`src/core/dtc_regs.svh`:
```
`ifndef DTC_REGS_SVH
`define DTC_REGS_SVH

// Register addresses on the plain register port
`define DTC_ADDR_CTRL 8'h88
`define DTC_ADDR_MODE 8'h89
`define DTC_ADDR_T0_LOW 8'h8a
`define DTC_ADDR_T1_LOW 8'h8b
`define DTC_ADDR_T0_HIGH 8'h8c
`define DTC_ADDR_T1_HIGH 8'h8d
`define DTC_ADDR_T2_CTRL 8'hc8
`define DTC_ADDR_T2_RELOAD_LOW 8'hca
`define DTC_ADDR_T2_RELOAD_HIGH 8'hcb
`define DTC_ADDR_T2_LOW 8'hcc
`define DTC_ADDR_T2_HIGH 8'hcd

// Shared control register bit positions
`define DTC_BIT_T1_OVF 7
`define DTC_BIT_T1_RUN 6
`define DTC_BIT_T0_OVF 5
`define DTC_BIT_T0_RUN 4
`define DTC_BIT_X1_REQ 3
`define DTC_BIT_X1_TYPE 2
`define DTC_BIT_X0_REQ 1
`define DTC_BIT_X0_TYPE 0

// Mode register fields
`define DTC_BIT_T1_GATE 7
`define DTC_BIT_T1_CNT 6
`define DTC_BIT_T1_MODE_HI 5
`define DTC_BIT_T1_MODE_LO 4
`define DTC_BIT_T0_GATE 3
`define DTC_BIT_T0_CNT 2
`define DTC_BIT_T0_MODE_HI 1
`define DTC_BIT_T0_MODE_LO 0

// Timer two control register bit positions
`define DTC_BIT_T2_OVF 7
`define DTC_BIT_T2_EXT 6
`define DTC_BIT_T2_RXSRC 5
`define DTC_BIT_T2_TXSRC 4
`define DTC_BIT_T2_EXEN 3
`define DTC_BIT_T2_RUN 2
`define DTC_BIT_T2_FSEL 1
`define DTC_BIT_T2_CAPSEL 0

// Reset values and counts
`define DTC_RESET_BYTE 8'h00
`define DTC_BYTE_ONES 8'hff
`define DTC_WORD_ONES 16'hffff
`define DTC_LOW5_ONES 5'h1f
`define DTC_MC_CLOCKS 12

`endif

```
`src/core/dtc_pkg.sv`:
```
package dtc_pkg;
  // Operating modes of timers zero and one
  typedef enum logic [1:0] {
    DTC_MODE_13BIT,
    DTC_MODE_16BIT,
    DTC_MODE_RELOAD8,
    DTC_MODE_SPLIT
  } dtc_mode_e;
  typedef logic [7:0] dtc_byte_t;
endpackage

```
`src/core/dtc_timer_counter.sv`:
```
// How it works
// Overflow flags set, cleared on vectoring
// Run bits switch timers zero/one
// External requests set by edge or level
// Vector clear only for edge requests
// Trigger type selects edge or level
// Mode 0 is thirteen-bit counter
// Rollover to zero sets overflow flag
// Counting needs run and gate-or-pin high
// Setting run keeps count registers
// Mode 1 is full sixteen-bit counter
// Mode 2 reloads low from high
// Timer one mode 3 holds count
// Timer zero mode 3 splits bytes
// Timer one still feeds baud ticks
// Timer two overflow flag, not in baud
// External flag on trigger falling edge
// Clock-source bits route baud overflows
// External enable gates trigger pin
// Timer two run bit starts/stops
// Function select picks pin or clock
// Capture or reload select
// Baud use forces auto-reload
// Timer function counts machine cycles; timer two counts every core clock instead
// Count pin sampled per machine cycle
// Count pin levels held one machine cycle
`timescale 1ns/10ps
`include "dtc_regs.svh"

module dtc_timer_counter #(
  parameter int McClocks = `DTC_MC_CLOCKS // Core clocks per machine cycle
) (
  input wire logic clk, // Core clock, 50 MHz
  input wire logic reset, // Synchronous reset, active high
  input wire dtc_pkg::dtc_byte_t regAddr, // Register address
  input wire dtc_pkg::dtc_byte_t regWdata, // Register write data
  input wire logic regWrite, // Write strobe
  input wire logic regRead, // Read strobe
  output dtc_pkg::dtc_byte_t regRdata, // Read data, cycle after strobe
  input wire logic timerZeroCountPin, // Timer zero count input
  input wire logic timerOneCountPin, // Timer one count input
  input wire logic extIrqZeroPinN, // External interrupt zero, active low
  input wire logic extIrqOnePinN, // External interrupt one, active low
  input wire logic timerTwoCountPin, // Timer two count input
  input wire logic timerTwoTriggerPin, // Timer two trigger input
  input wire logic ackTimerZero, // Core vectors to timer zero routine
  input wire logic ackTimerOne, // Core vectors to timer one routine
  input wire logic ackExtZero, // Core vectors to ext zero routine
  input wire logic ackExtOne, // Core vectors to ext one routine
  output logic timerZeroIrq, // Timer zero overflow flag
  output logic timerOneIrq, // Timer one overflow flag
  output logic extZeroIrq, // External zero request flag
  output logic extOneIrq, // External one request flag
  output logic timerTwoIrq, // Timer two overflow or external flag
  output logic rxBaudTick, // Receive baud overflow pulse
  output logic txBaudTick // Transmit baud overflow pulse
);
  import dtc_pkg::*;

  localparam int PinCount = 6;
  localparam int PinT0 = 0, PinT1 = 1, PinX0 = 2;
  localparam int PinX1 = 3, PinT2 = 4, PinT2Ex = 5;
  localparam logic [3:0] McLast = 4'(McClocks - 1);
  // Next count of a timer pair for its mode: {overflow, high, low}
  function automatic logic [16:0] nextCount(dtc_mode_e mode, dtc_byte_t hi, dtc_byte_t lo);
    logic [16:0] res;
    res = {1'b0, hi, lo};
    unique case (mode)
      DTC_MODE_13BIT: begin
        // Upper three low bits are left as they are
        res[4:0] = lo[4:0] + 5'h01;
        if (lo[4:0] == `DTC_LOW5_ONES) begin
          res[15:8] = hi + 8'h01;
          res[16] = (hi == `DTC_BYTE_ONES);
        end
      end
      DTC_MODE_16BIT: begin
        res[15:0] = {hi, lo} + 16'h0001;
        res[16] = ({hi, lo} == `DTC_WORD_ONES);
      end
      DTC_MODE_RELOAD8: begin
        if (lo == `DTC_BYTE_ONES) begin
          res[7:0] = hi; // Reload, high byte untouched
          res[16] = 1'b1;
        end else begin
          res[7:0] = lo + 8'h01;
        end
      end
      DTC_MODE_SPLIT: begin
        res[7:0] = lo + 8'h01; // Low byte alone
        res[16] = (lo == `DTC_BYTE_ONES);
      end
    endcase
    return res;
  endfunction

  logic [PinCount-1:0] pinRaw, sync1_q, sync2_q, prev_q;
  logic [2:0] mcSamp_q, mcPrev_q, cntEdge_q;
  logic [3:0] preCnt_q;
  dtc_byte_t ctrl_q, ctrl_d, mode_q, t2ctrl_q, t2ctrl_d, rdMux;
  dtc_byte_t tl0_q, th0_q, tl1_q, th1_q, tl0_d, th0_d, tl1_d, th1_d;
  logic [15:0] t2_q, t2_d, rcap_q, rcap_d;
  logic [16:0] t0Next, t1Next;
  dtc_mode_e t0Mode, t1Mode;
  logic mcTick, t0Split, tick0, tick1, tickTh0, tick2, t0Ovf, t1Ovf, th0Ovf;
  logic t2Ovf, t2Baud, t2Trig, x0Fall, x1Fall, wrCtrl, wrT2Ctrl;
  assign pinRaw = {timerTwoTriggerPin, timerTwoCountPin, extIrqOnePinN,
                   extIrqZeroPinN, timerOneCountPin, timerZeroCountPin};

  // Two-flop synchronisers; the second stage and its one-clock delayed copy feed logic
  genvar gi;
  generate
    for (gi = 0; gi < PinCount; gi++) begin : gSync
      always_ff @(posedge clk) begin
        if (reset) begin
          sync1_q[gi] <= 1'b1;
          sync2_q[gi] <= 1'b1;
          prev_q[gi] <= 1'b1;
        end else begin
          sync1_q[gi] <= pinRaw[gi];
          sync2_q[gi] <= sync1_q[gi];
          prev_q[gi] <= sync2_q[gi];
        end
      end
    end
  endgenerate

  // Machine cycle prescaler, one tick per twelve core clocks
  always_ff @(posedge clk) begin
    if (reset) begin
      preCnt_q <= 4'h0;
    end else if (preCnt_q == McLast) begin
      preCnt_q <= 4'h0;
    end else begin
      preCnt_q <= preCnt_q + 4'h1;
    end
  end
  assign mcTick = (preCnt_q == McLast);

  // Count pins sampled once per machine cycle; a high then low sample
  // gives one count pulse, so pins faster than one level per machine
  // cycle lose counts
  always_ff @(posedge clk) begin
    if (reset) begin
      mcSamp_q <= 3'h7;
      mcPrev_q <= 3'h7;
      cntEdge_q <= 3'h0;
    end else begin
      if (mcTick) begin
        mcSamp_q <= {sync2_q[PinT2], sync2_q[PinT1], sync2_q[PinT0]};
        mcPrev_q <= mcSamp_q;
      end
      cntEdge_q <= preCnt_q == 4'h0 ? (mcPrev_q & ~mcSamp_q) : 3'h0;
    end
  end

  // Falling edges on the interrupt and trigger pins
  assign x0Fall = prev_q[PinX0] & ~sync2_q[PinX0];
  assign x1Fall = prev_q[PinX1] & ~sync2_q[PinX1];
  assign t2Trig = prev_q[PinT2Ex] & ~sync2_q[PinT2Ex] &
                  t2ctrl_q[`DTC_BIT_T2_EXEN]; // Ignored while disabled
  assign wrCtrl = regWrite && (regAddr == `DTC_ADDR_CTRL);
  assign wrT2Ctrl = regWrite && (regAddr == `DTC_ADDR_T2_CTRL);
  // Count enables for timers zero and one
  assign t0Mode = dtc_mode_e'(mode_q[`DTC_BIT_T0_MODE_HI:`DTC_BIT_T0_MODE_LO]);
  assign t1Mode = dtc_mode_e'(mode_q[`DTC_BIT_T1_MODE_HI:`DTC_BIT_T1_MODE_LO]);
  assign t0Split = (t0Mode == DTC_MODE_SPLIT);
  assign tick0 = ctrl_q[`DTC_BIT_T0_RUN] &&
                 (!mode_q[`DTC_BIT_T0_GATE] || sync2_q[PinX0]) &&
                 (mode_q[`DTC_BIT_T0_CNT] ? cntEdge_q[0] : mcTick);
  // Split mode hands timer one's run bit to the high byte of timer zero;
  // timer one then runs without its run bit, gate still applying, whenever it is out of its own mode 3
  assign tick1 = (t1Mode != DTC_MODE_SPLIT) &&
                 (t0Split || ctrl_q[`DTC_BIT_T1_RUN]) &&
                 (!mode_q[`DTC_BIT_T1_GATE] || sync2_q[PinX1]) &&
                 (mode_q[`DTC_BIT_T1_CNT] ? cntEdge_q[1] : mcTick);
  assign tickTh0 = t0Split && ctrl_q[`DTC_BIT_T1_RUN] && mcTick;
  assign t0Next = nextCount(t0Mode, th0_q, tl0_q);
  // Timer one never ticks in its own mode 3, so that result is unused
  assign t1Next = nextCount(t1Mode, th1_q, tl1_q);
  assign t0Ovf = tick0 && t0Next[16];
  assign t1Ovf = tick1 && t1Next[16];
  assign th0Ovf = tickTh0 && (th0_q == `DTC_BYTE_ONES);
  // Next values of the counter bytes; a software write to a byte wins
  // over a count in the same cycle, and run bits never touch them
  always_comb begin
    tl0_d = tick0 ? t0Next[7:0] : tl0_q;
    th0_d = th0_q;
    if (t0Split) begin
      th0_d = tickTh0 ? th0_q + 8'h01 : th0_q;
    end else if (tick0) begin
      th0_d = t0Next[15:8];
    end
    tl1_d = tick1 ? t1Next[7:0] : tl1_q;
    th1_d = tick1 ? t1Next[15:8] : th1_q; // Holds in mode 3
    if (regWrite && regAddr == `DTC_ADDR_T0_LOW) begin
      tl0_d = regWdata;
    end
    if (regWrite && regAddr == `DTC_ADDR_T0_HIGH) begin
      th0_d = regWdata;
    end
    if (regWrite && regAddr == `DTC_ADDR_T1_LOW) begin
      tl1_d = regWdata;
    end
    if (regWrite && regAddr == `DTC_ADDR_T1_HIGH) begin
      th1_d = regWdata;
    end
  end

  // Counter bytes of timers zero and one
  always_ff @(posedge clk) begin
    if (reset) begin
      tl0_q <= `DTC_RESET_BYTE;
      th0_q <= `DTC_RESET_BYTE;
      tl1_q <= `DTC_RESET_BYTE;
      th1_q <= `DTC_RESET_BYTE;
    end else begin
      tl0_q <= tl0_d;
      th0_q <= th0_d;
      tl1_q <= tl1_d;
      th1_q <= th1_d;
    end
  end

  // Mode register, software only
  always_ff @(posedge clk) begin
    if (reset) begin
      mode_q <= `DTC_RESET_BYTE;
    end else if (regWrite && regAddr == `DTC_ADDR_MODE) begin
      mode_q <= regWdata;
    end
  end

  // Shared control register; a hardware set wins over a clear in the
  // same cycle, whether the clear is a write or a vectoring acknowledge
  always_comb begin
    ctrl_d = wrCtrl ? regWdata : ctrl_q; // Run and type bits
    if (!wrCtrl && ackTimerZero) begin
      ctrl_d[`DTC_BIT_T0_OVF] = 1'b0;
    end
    if (!wrCtrl && ackTimerOne) begin
      ctrl_d[`DTC_BIT_T1_OVF] = 1'b0;
    end
    if (t0Ovf) begin
      ctrl_d[`DTC_BIT_T0_OVF] = 1'b1;
    end
    // Split mode: high byte of timer zero owns timer one's flag
    if (t0Split ? th0Ovf : t1Ovf) begin
      ctrl_d[`DTC_BIT_T1_OVF] = 1'b1;
    end
    if (ctrl_q[`DTC_BIT_X0_TYPE]) begin
      if (!wrCtrl && ackExtZero) begin
        ctrl_d[`DTC_BIT_X0_REQ] = 1'b0;
      end
      if (x0Fall) begin
        ctrl_d[`DTC_BIT_X0_REQ] = 1'b1;
      end
    end else begin
      ctrl_d[`DTC_BIT_X0_REQ] = ~sync2_q[PinX0]; // Follows the source
    end
    if (ctrl_q[`DTC_BIT_X1_TYPE]) begin
      if (!wrCtrl && ackExtOne) begin
        ctrl_d[`DTC_BIT_X1_REQ] = 1'b0;
      end
      if (x1Fall) begin
        ctrl_d[`DTC_BIT_X1_REQ] = 1'b1;
      end
    end else begin
      ctrl_d[`DTC_BIT_X1_REQ] = ~sync2_q[PinX1];
    end
  end

  always_ff @(posedge clk) begin
    if (reset) begin
      ctrl_q <= `DTC_RESET_BYTE;
    end else begin
      ctrl_q <= ctrl_d;
    end
  end

  // Timer two: run bit, and pin counting or every core clock
  assign t2Baud = t2ctrl_q[`DTC_BIT_T2_RXSRC] | t2ctrl_q[`DTC_BIT_T2_TXSRC];
  assign tick2 = t2ctrl_q[`DTC_BIT_T2_RUN] &&
                 (t2ctrl_q[`DTC_BIT_T2_FSEL] ? cntEdge_q[2] : 1'b1);
  assign t2Ovf = tick2 && (t2_q == `DTC_WORD_ONES);

  // Timer two count and reload/capture words; writes take priority
  always_comb begin
    t2_d = t2_q;
    rcap_d = rcap_q;
    if (t2Ovf && (t2Baud || !t2ctrl_q[`DTC_BIT_T2_CAPSEL])) begin
      t2_d = rcap_q; // Reload on overflow
    end else if (t2Trig && !t2Baud && !t2ctrl_q[`DTC_BIT_T2_CAPSEL]) begin
      t2_d = rcap_q; // Reload on trigger edge
    end else if (tick2) begin
      t2_d = t2_q + 16'h0001;
    end
    if (t2Trig && !t2Baud && t2ctrl_q[`DTC_BIT_T2_CAPSEL]) begin
      rcap_d = t2_q; // Capture on trigger edge
    end
    if (regWrite && regAddr == `DTC_ADDR_T2_LOW) begin
      t2_d[7:0] = regWdata;
    end
    if (regWrite && regAddr == `DTC_ADDR_T2_HIGH) begin
      t2_d[15:8] = regWdata;
    end
    if (regWrite && regAddr == `DTC_ADDR_T2_RELOAD_LOW) begin
      rcap_d[7:0] = regWdata;
    end
    if (regWrite && regAddr == `DTC_ADDR_T2_RELOAD_HIGH) begin
      rcap_d[15:8] = regWdata;
    end
  end

  always_ff @(posedge clk) begin
    if (reset) begin
      t2_q <= 16'h0000;
      rcap_q <= 16'h0000;
    end else begin
      t2_q <= t2_d;
      rcap_q <= rcap_d;
    end
  end

  // Timer two control; flags cleared by software only, set wins
  always_comb begin
    t2ctrl_d = wrT2Ctrl ? regWdata : t2ctrl_q;
    if (t2Ovf && !t2Baud) begin
      t2ctrl_d[`DTC_BIT_T2_OVF] = 1'b1;
    end
    if (t2Trig) begin
      t2ctrl_d[`DTC_BIT_T2_EXT] = 1'b1;
    end
  end

  always_ff @(posedge clk) begin
    if (reset) begin
      t2ctrl_q <= `DTC_RESET_BYTE;
    end else begin
      t2ctrl_q <= t2ctrl_d;
    end
  end

  // Baud overflow routing to the serial port
  always_ff @(posedge clk) begin
    if (reset) begin
      rxBaudTick <= 1'b0;
      txBaudTick <= 1'b0;
    end else begin
      rxBaudTick <= t2ctrl_q[`DTC_BIT_T2_RXSRC] ? t2Ovf : t1Ovf;
      txBaudTick <= t2ctrl_q[`DTC_BIT_T2_TXSRC] ? t2Ovf : t1Ovf;
    end
  end

  // Read multiplexer; unmapped addresses read zero
  always_comb begin
    unique case (regAddr)
      `DTC_ADDR_CTRL: rdMux = ctrl_q;
      `DTC_ADDR_MODE: rdMux = mode_q;
      `DTC_ADDR_T0_LOW: rdMux = tl0_q;
      `DTC_ADDR_T1_LOW: rdMux = tl1_q;
      `DTC_ADDR_T0_HIGH: rdMux = th0_q;
      `DTC_ADDR_T1_HIGH: rdMux = th1_q;
      `DTC_ADDR_T2_CTRL: rdMux = t2ctrl_q;
      `DTC_ADDR_T2_RELOAD_LOW: rdMux = rcap_q[7:0];
      `DTC_ADDR_T2_RELOAD_HIGH: rdMux = rcap_q[15:8];
      `DTC_ADDR_T2_LOW: rdMux = t2_q[7:0];
      `DTC_ADDR_T2_HIGH: rdMux = t2_q[15:8];
      default: rdMux = `DTC_RESET_BYTE;
    endcase
  end

  // Read data valid only in the cycle after the strobe
  always_ff @(posedge clk) begin
    if (reset) begin
      regRdata <= `DTC_RESET_BYTE;
    end else begin
      regRdata <= regRead ? rdMux : `DTC_RESET_BYTE;
    end
  end

  // Interrupt request outputs mirror the flags one cycle later
  always_ff @(posedge clk) begin
    if (reset) begin
      timerZeroIrq <= 1'b0;
      timerOneIrq <= 1'b0;
      extZeroIrq <= 1'b0;
      extOneIrq <= 1'b0;
      timerTwoIrq <= 1'b0;
    end else begin
      timerZeroIrq <= ctrl_q[`DTC_BIT_T0_OVF];
      timerOneIrq <= ctrl_q[`DTC_BIT_T1_OVF];
      extZeroIrq <= ctrl_q[`DTC_BIT_X0_REQ];
      extOneIrq <= ctrl_q[`DTC_BIT_X1_REQ];
      timerTwoIrq <= t2ctrl_q[`DTC_BIT_T2_OVF] | t2ctrl_q[`DTC_BIT_T2_EXT];
    end
  end

endmodule

```
`config.mk`:
```
export PLATFORM = sky130hd
export DESIGN_NAME = dtc_timer_counter
export DESIGN_NICKNAME = d
export VERILOG_FILES = /design/src/core/dtc_pkg.sv /design/src/core/dtc_timer_counter.sv
export VERILOG_INCLUDE_DIRS = /design/src /design/src/core
export SDC_FILE = /design/constraint.sdc
export NUM_CORES = 1
export LEC_CHECK = 0
export ABC_AREA = 1
export BUFFER_PORTS_ARGS = -buffer_cell sky130_fd_sc_hd__buf_2
export CAP_MARGIN = 15
export CORE_MARGIN = 2
export CORE_UTILIZATION = 32
export DETAILED_ROUTE_END_ITERATION = 8
export PLACE_DENSITY_LB_ADDON = 0.05
export SKIP_LAST_GASP = 1
export SYNTH_ARGS = -nofsm -noshare
export SYNTH_HDL_FRONTEND = slang
export SYNTH_SLANG_ARGS = --single-unit
```
`constraint.sdc`:
```
create_clock -name clk -period 1.8 [get_ports clk]
set_clock_uncertainty 0.05 [all_clocks]
set_input_delay 0.18 -clock clk [delete_from_list [all_inputs] [get_ports clk]]
set_output_delay 0.18 -clock clk [all_outputs]
set_load 0.01 [all_outputs]
```
==> implementation parameters <==
Parameter                              Value

Outcome
  Status ... finished with violations
  Failing checks ... setup timing

Final layout
  Antenna Diode Count ... 0
  Share of post-route cells with drive strength above 1 ... 0.244
  Fill cell total of the finished layout ... 2,624
  Total Nets Final ... 1,479
  Commonest non-fill, non-tap cell in the layout ... sky130_fd_sc_hd__nand2_1
  Relative area change from synthesis to final layout ... 34.5%
  Commonest cells after routing, fill and taps aside ... sky130_fd_sc_hd__nand2_1, sky130_fd_sc_hd__inv_1, sky130_fd_sc_hd__nor2_1
  Final Instance Count excl. Fillers ... 1,777
  Largest regs ... rcap_q: 16 flops, t2_q: 16 flops

Setup path
  R2r endpoint ... th0_q[4]$_SDFFE_PP0P_
  Kind of cell adding the most delay to the critical path ... simple AND/OR/NAND/NOR gates
  Startpoint types ... register
  Startpoint of the lowest-slack register-to-register path ... tl0_q[1]$_SDFFE_PP0P_
  Largest fanout on the critical path ... 6
  Worst path arrival time ... 2.07 ns
  Delay contributed by the slowest stage of the critical path ... 0.36 ns
  Type of the setup path with the least slack ... reg -> reg
  Worst r2r path cells ... 13
  Worst R2R Setup Slack ... -0.006 ns
  Buf/Inv on CP ... 1
  Critical Path RT ... 2.06 ns
  Sort of element at the end of the critical path ... register
  Slowest CP cell ... sky130_fd_sc_hd__dfxtp_2
  Worst-path cell chain ... ha_4 -> nand2_4 -> nor2_4 -> ha_4 -> nor2_4 -> inv_2 -> nand2_2 -> a21oi_4 -> nand2_2 -> nand2_4 -> o21ai_2 -> nor2_1 -> nor2_1

Timing
  Number of pins with negative max-slew slack in the final report ... 0
  Min Tclk post-route ... 1.81 ns
  Unrepaired setup endpoints after global routing ... yes
  Worst setup slack after layout ... -0.00572 ns
  Slew at the pin closest to its max-slew limit ... 0.536 ns
  Slew Limit Headroom ... 0.642
  Ratio of final minimum period to clock period ... 1.00
  Aggregate negative setup slack ... -0.00572 ns
  Final setup fails ... 1
  Final Hold Violating Endpoints ... 0
  FMAX ... 554 MHz

Global routing
  Pin count of the biggest net entering global routing ... 87
  Global route overflow ... 0
  Wire length of the first global-routing pass ... 50.0 mm
  Global Route Usage Sum ... 0.254
  Number of antenna violations at the first check in global routing ... 0
  Via count of the first global-routing pass ... 8,546

Synthesis
  Total nets after synthesis ... 1,293
  Yosys reg bits ... 131
  Number of instances in the synthesized netlist ... 1,254
  Number of warnings reported in the yosys synthesis log ... 0
  Post-Synthesis Cell Area ... 7840 um^2
  Netlist cell types ... 36
  Post-synthesis average cell area ... 6.25 um^2
  Fraction of the yosys area taken by sequential cells ... 0.335

Die
  Chip width ... 160 um
  Die Footprint ... 25,800 um^2
  Standard cell core area ... 24,200 um^2
  IO Pins ... 45
  Placement Rows ... 57
  Starting density of the core ... 0.324
  Y dimension of the die ... 160 um

Place
  Port Buffers ... 44
  Cell count after placement ... 1,722
  Weighted congestion reported at the end of routability-driven placement ... 0.911
  Detailed placer's ending HPWL ... 24.5 mm
  Post-Place Setup Slack ... -0.131 ns

CTS
  Count of clock tree sinks ... 131
  Total CTS buffers ... 17
  CTS tree ... done
  Worst-skew pair later-pin latency ... 0.45 ns
  Clock-pin slew reported for the worst setup and hold paths after clock tree synthesis ... 0.07 ns
  H-tree levels ... 4
  CTS root buffer ... sky130_fd_sc_hd__clkbuf_16
  Clk buf depth ... 2

Hold path
  Cell count of the worst hold path ... 3
  Hold Path Class ... in -> reg
  Endpoint of the worst hold path ... tl0_q[1]$_SDFFE_PP0P_
  Start point of the worst min-delay path ... regWdata[1]

Route
  Count of routing violations after the opening detailed-route iteration ... 790
  Average vias per placed instance ... 5.02
  Routed wire length ... 32.5 mm
  Detail-routed net length per standard cell ... 18.3 um
  Number of optimization iterations in the first detailed-route pass ... 5
  Overall via count from detail_route ... 8,923
  Post-route antenna net violation count ... 0
  Post-route DRC ... 0

Power and ir drop
  Overall power of the completed layout ... 0.00693 W
  VDD IR-drop max ... 0.000397 V
  Power per Cell Area ... 658 nW/um^2
  Reported leakage power ... 4.42 nW

Job
  Number of max-cap violations ... 0
## worst reg2reg max path: cells and delay by family, from the launching register on
family | cells | cell delay (ns)
compound gates | 2 | 0.24
fa+ha+maj | 2 | 0.30
buf+inv | 1 | 0.05
flops | 1 | 0.36
simple gates | 8 | 0.67
## report_power, final
part / total [W] / switching (W) / leakage (nW) / internal, W
combinational: 0.000347 / 0.000231 / 3.06 / 0.000116
clock: 0.00365 / 0.00163 / 0.293 / 0.00202
sequential: 0.00293 / 0.0000106 / 1.06 / 0.00292
## through the flow
step                      cell area [um^2]  hold slack, ns   util
after floorplan                       7860           0.234      -
after global placement                9360           0.311  0.387
after global routing                 10500           0.101  0.436
after detailed placement              9360           0.314  0.387
after CTS                            10100          0.0895  0.419
final                                10500          0.0948  0.436
## repair_timing
action,4_1_cts,5_1_grt
endpoints found under the setup margin,21,66
gates resized for setup,22,95
pin swaps,11,32
endpoints found under the hold margin,9,0
setup buffers,2,10
hold buffers,9,0
gates cloned,0,3
## Yosys cell counts (all sizes together)
| master | number | area share |
|---|---|---|
| o21a | 1 | 0.00096 |
| o21ai | 114 | 0.073 |
| nor2 | 170 | 0.083 |
| nand4 | 17 | 0.014 |
| nand3b | 1 | 0.00096 |
| xor2 | 16 | 0.018 |
| inv | 175 | 0.084 |
| o22ai | 15 | 0.012 |
| o21bai | 1 | 0.0024 |
| o211ai | 8 | 0.0077 |
| nand2 | 295 | 0.14 |
| dfxtp | 131 | 0.33 |
| clkbuf | 21 | 0.010 |
| a21oi | 80 | 0.051 |
| a21boi | 2 | 0.0019 |
| ha | 9 | 0.014 |
| nor3b | 3 | 0.0043 |
| xnor2 | 1 | 0.0011 |
| a31oi | 5 | 0.0040 |
| buf | 13 | 0.0086 |
| o31ai | 1 | 0.00096 |
| nand3 | 116 | 0.077 |
| a311oi | 16 | 0.018 |
| clkinv | 2 | 0.00096 |
| or2 | 18 | 0.014 |
| nor3 | 23 | 0.020 |
## worst max-delay path by stage
stage / startpoint / endpoint / slack, ns / cells after the start
2_1_floorplan: tl0_q[1]$_SDFFE_PP0P_ / th0_q[1]$_SDFFE_PP0P_ / 0.005 / 13
3_3_place_gp: regAddr[4] / t2ctrl_q[4]$_SDFFE_PP0N_ / -0.14 / 11
3_5_place_dp: regAddr[4] / t2ctrl_q[4]$_SDFFE_PP0N_ / -0.13 / 11
4_1_cts: tl0_q[0]$_SDFFE_PP0P_ / th0_q[7]$_SDFFE_PP0P_ / 0.007 / 12
5_1_grt: tl0_q[1]$_SDFFE_PP0P_ / th0_q[4]$_SDFFE_PP0P_ / -0.12 / 13
6_report: tl0_q[1]$_SDFFE_PP0P_ / th0_q[4]$_SDFFE_PP0P_ / -0.006 / 13
## logic make-up after synthesis
family / synth area share
adder cells (fa/ha/maj): 0.0144
AND/OR/NAND/NOR: 0.357
buffers and inverters: 0.103
XOR/XNOR: 0.0190
AO/OA/AOI/OAI: 0.172
flip-flops: 0.335
## metal layers
metal	share of wire	global-route usage
met3	0.054	0.0501
met4	0.031	0.0958
met1	0.47	0.343
met5	0	0
met2	0.45	0.402
## area by class of cell
cell class	instances	area (um^2)	area share
clock buffers	18	439	0.0417
multi-input cells	913	4760	0.452
clock inverters	14	160	0.0152
well taps	324	405	0.0385
repair buffers	200	1460	0.139
inverters	177	668	0.0634
flip-flops and latches	131	2640	0.250
Power figures use the tool's default switching activity.
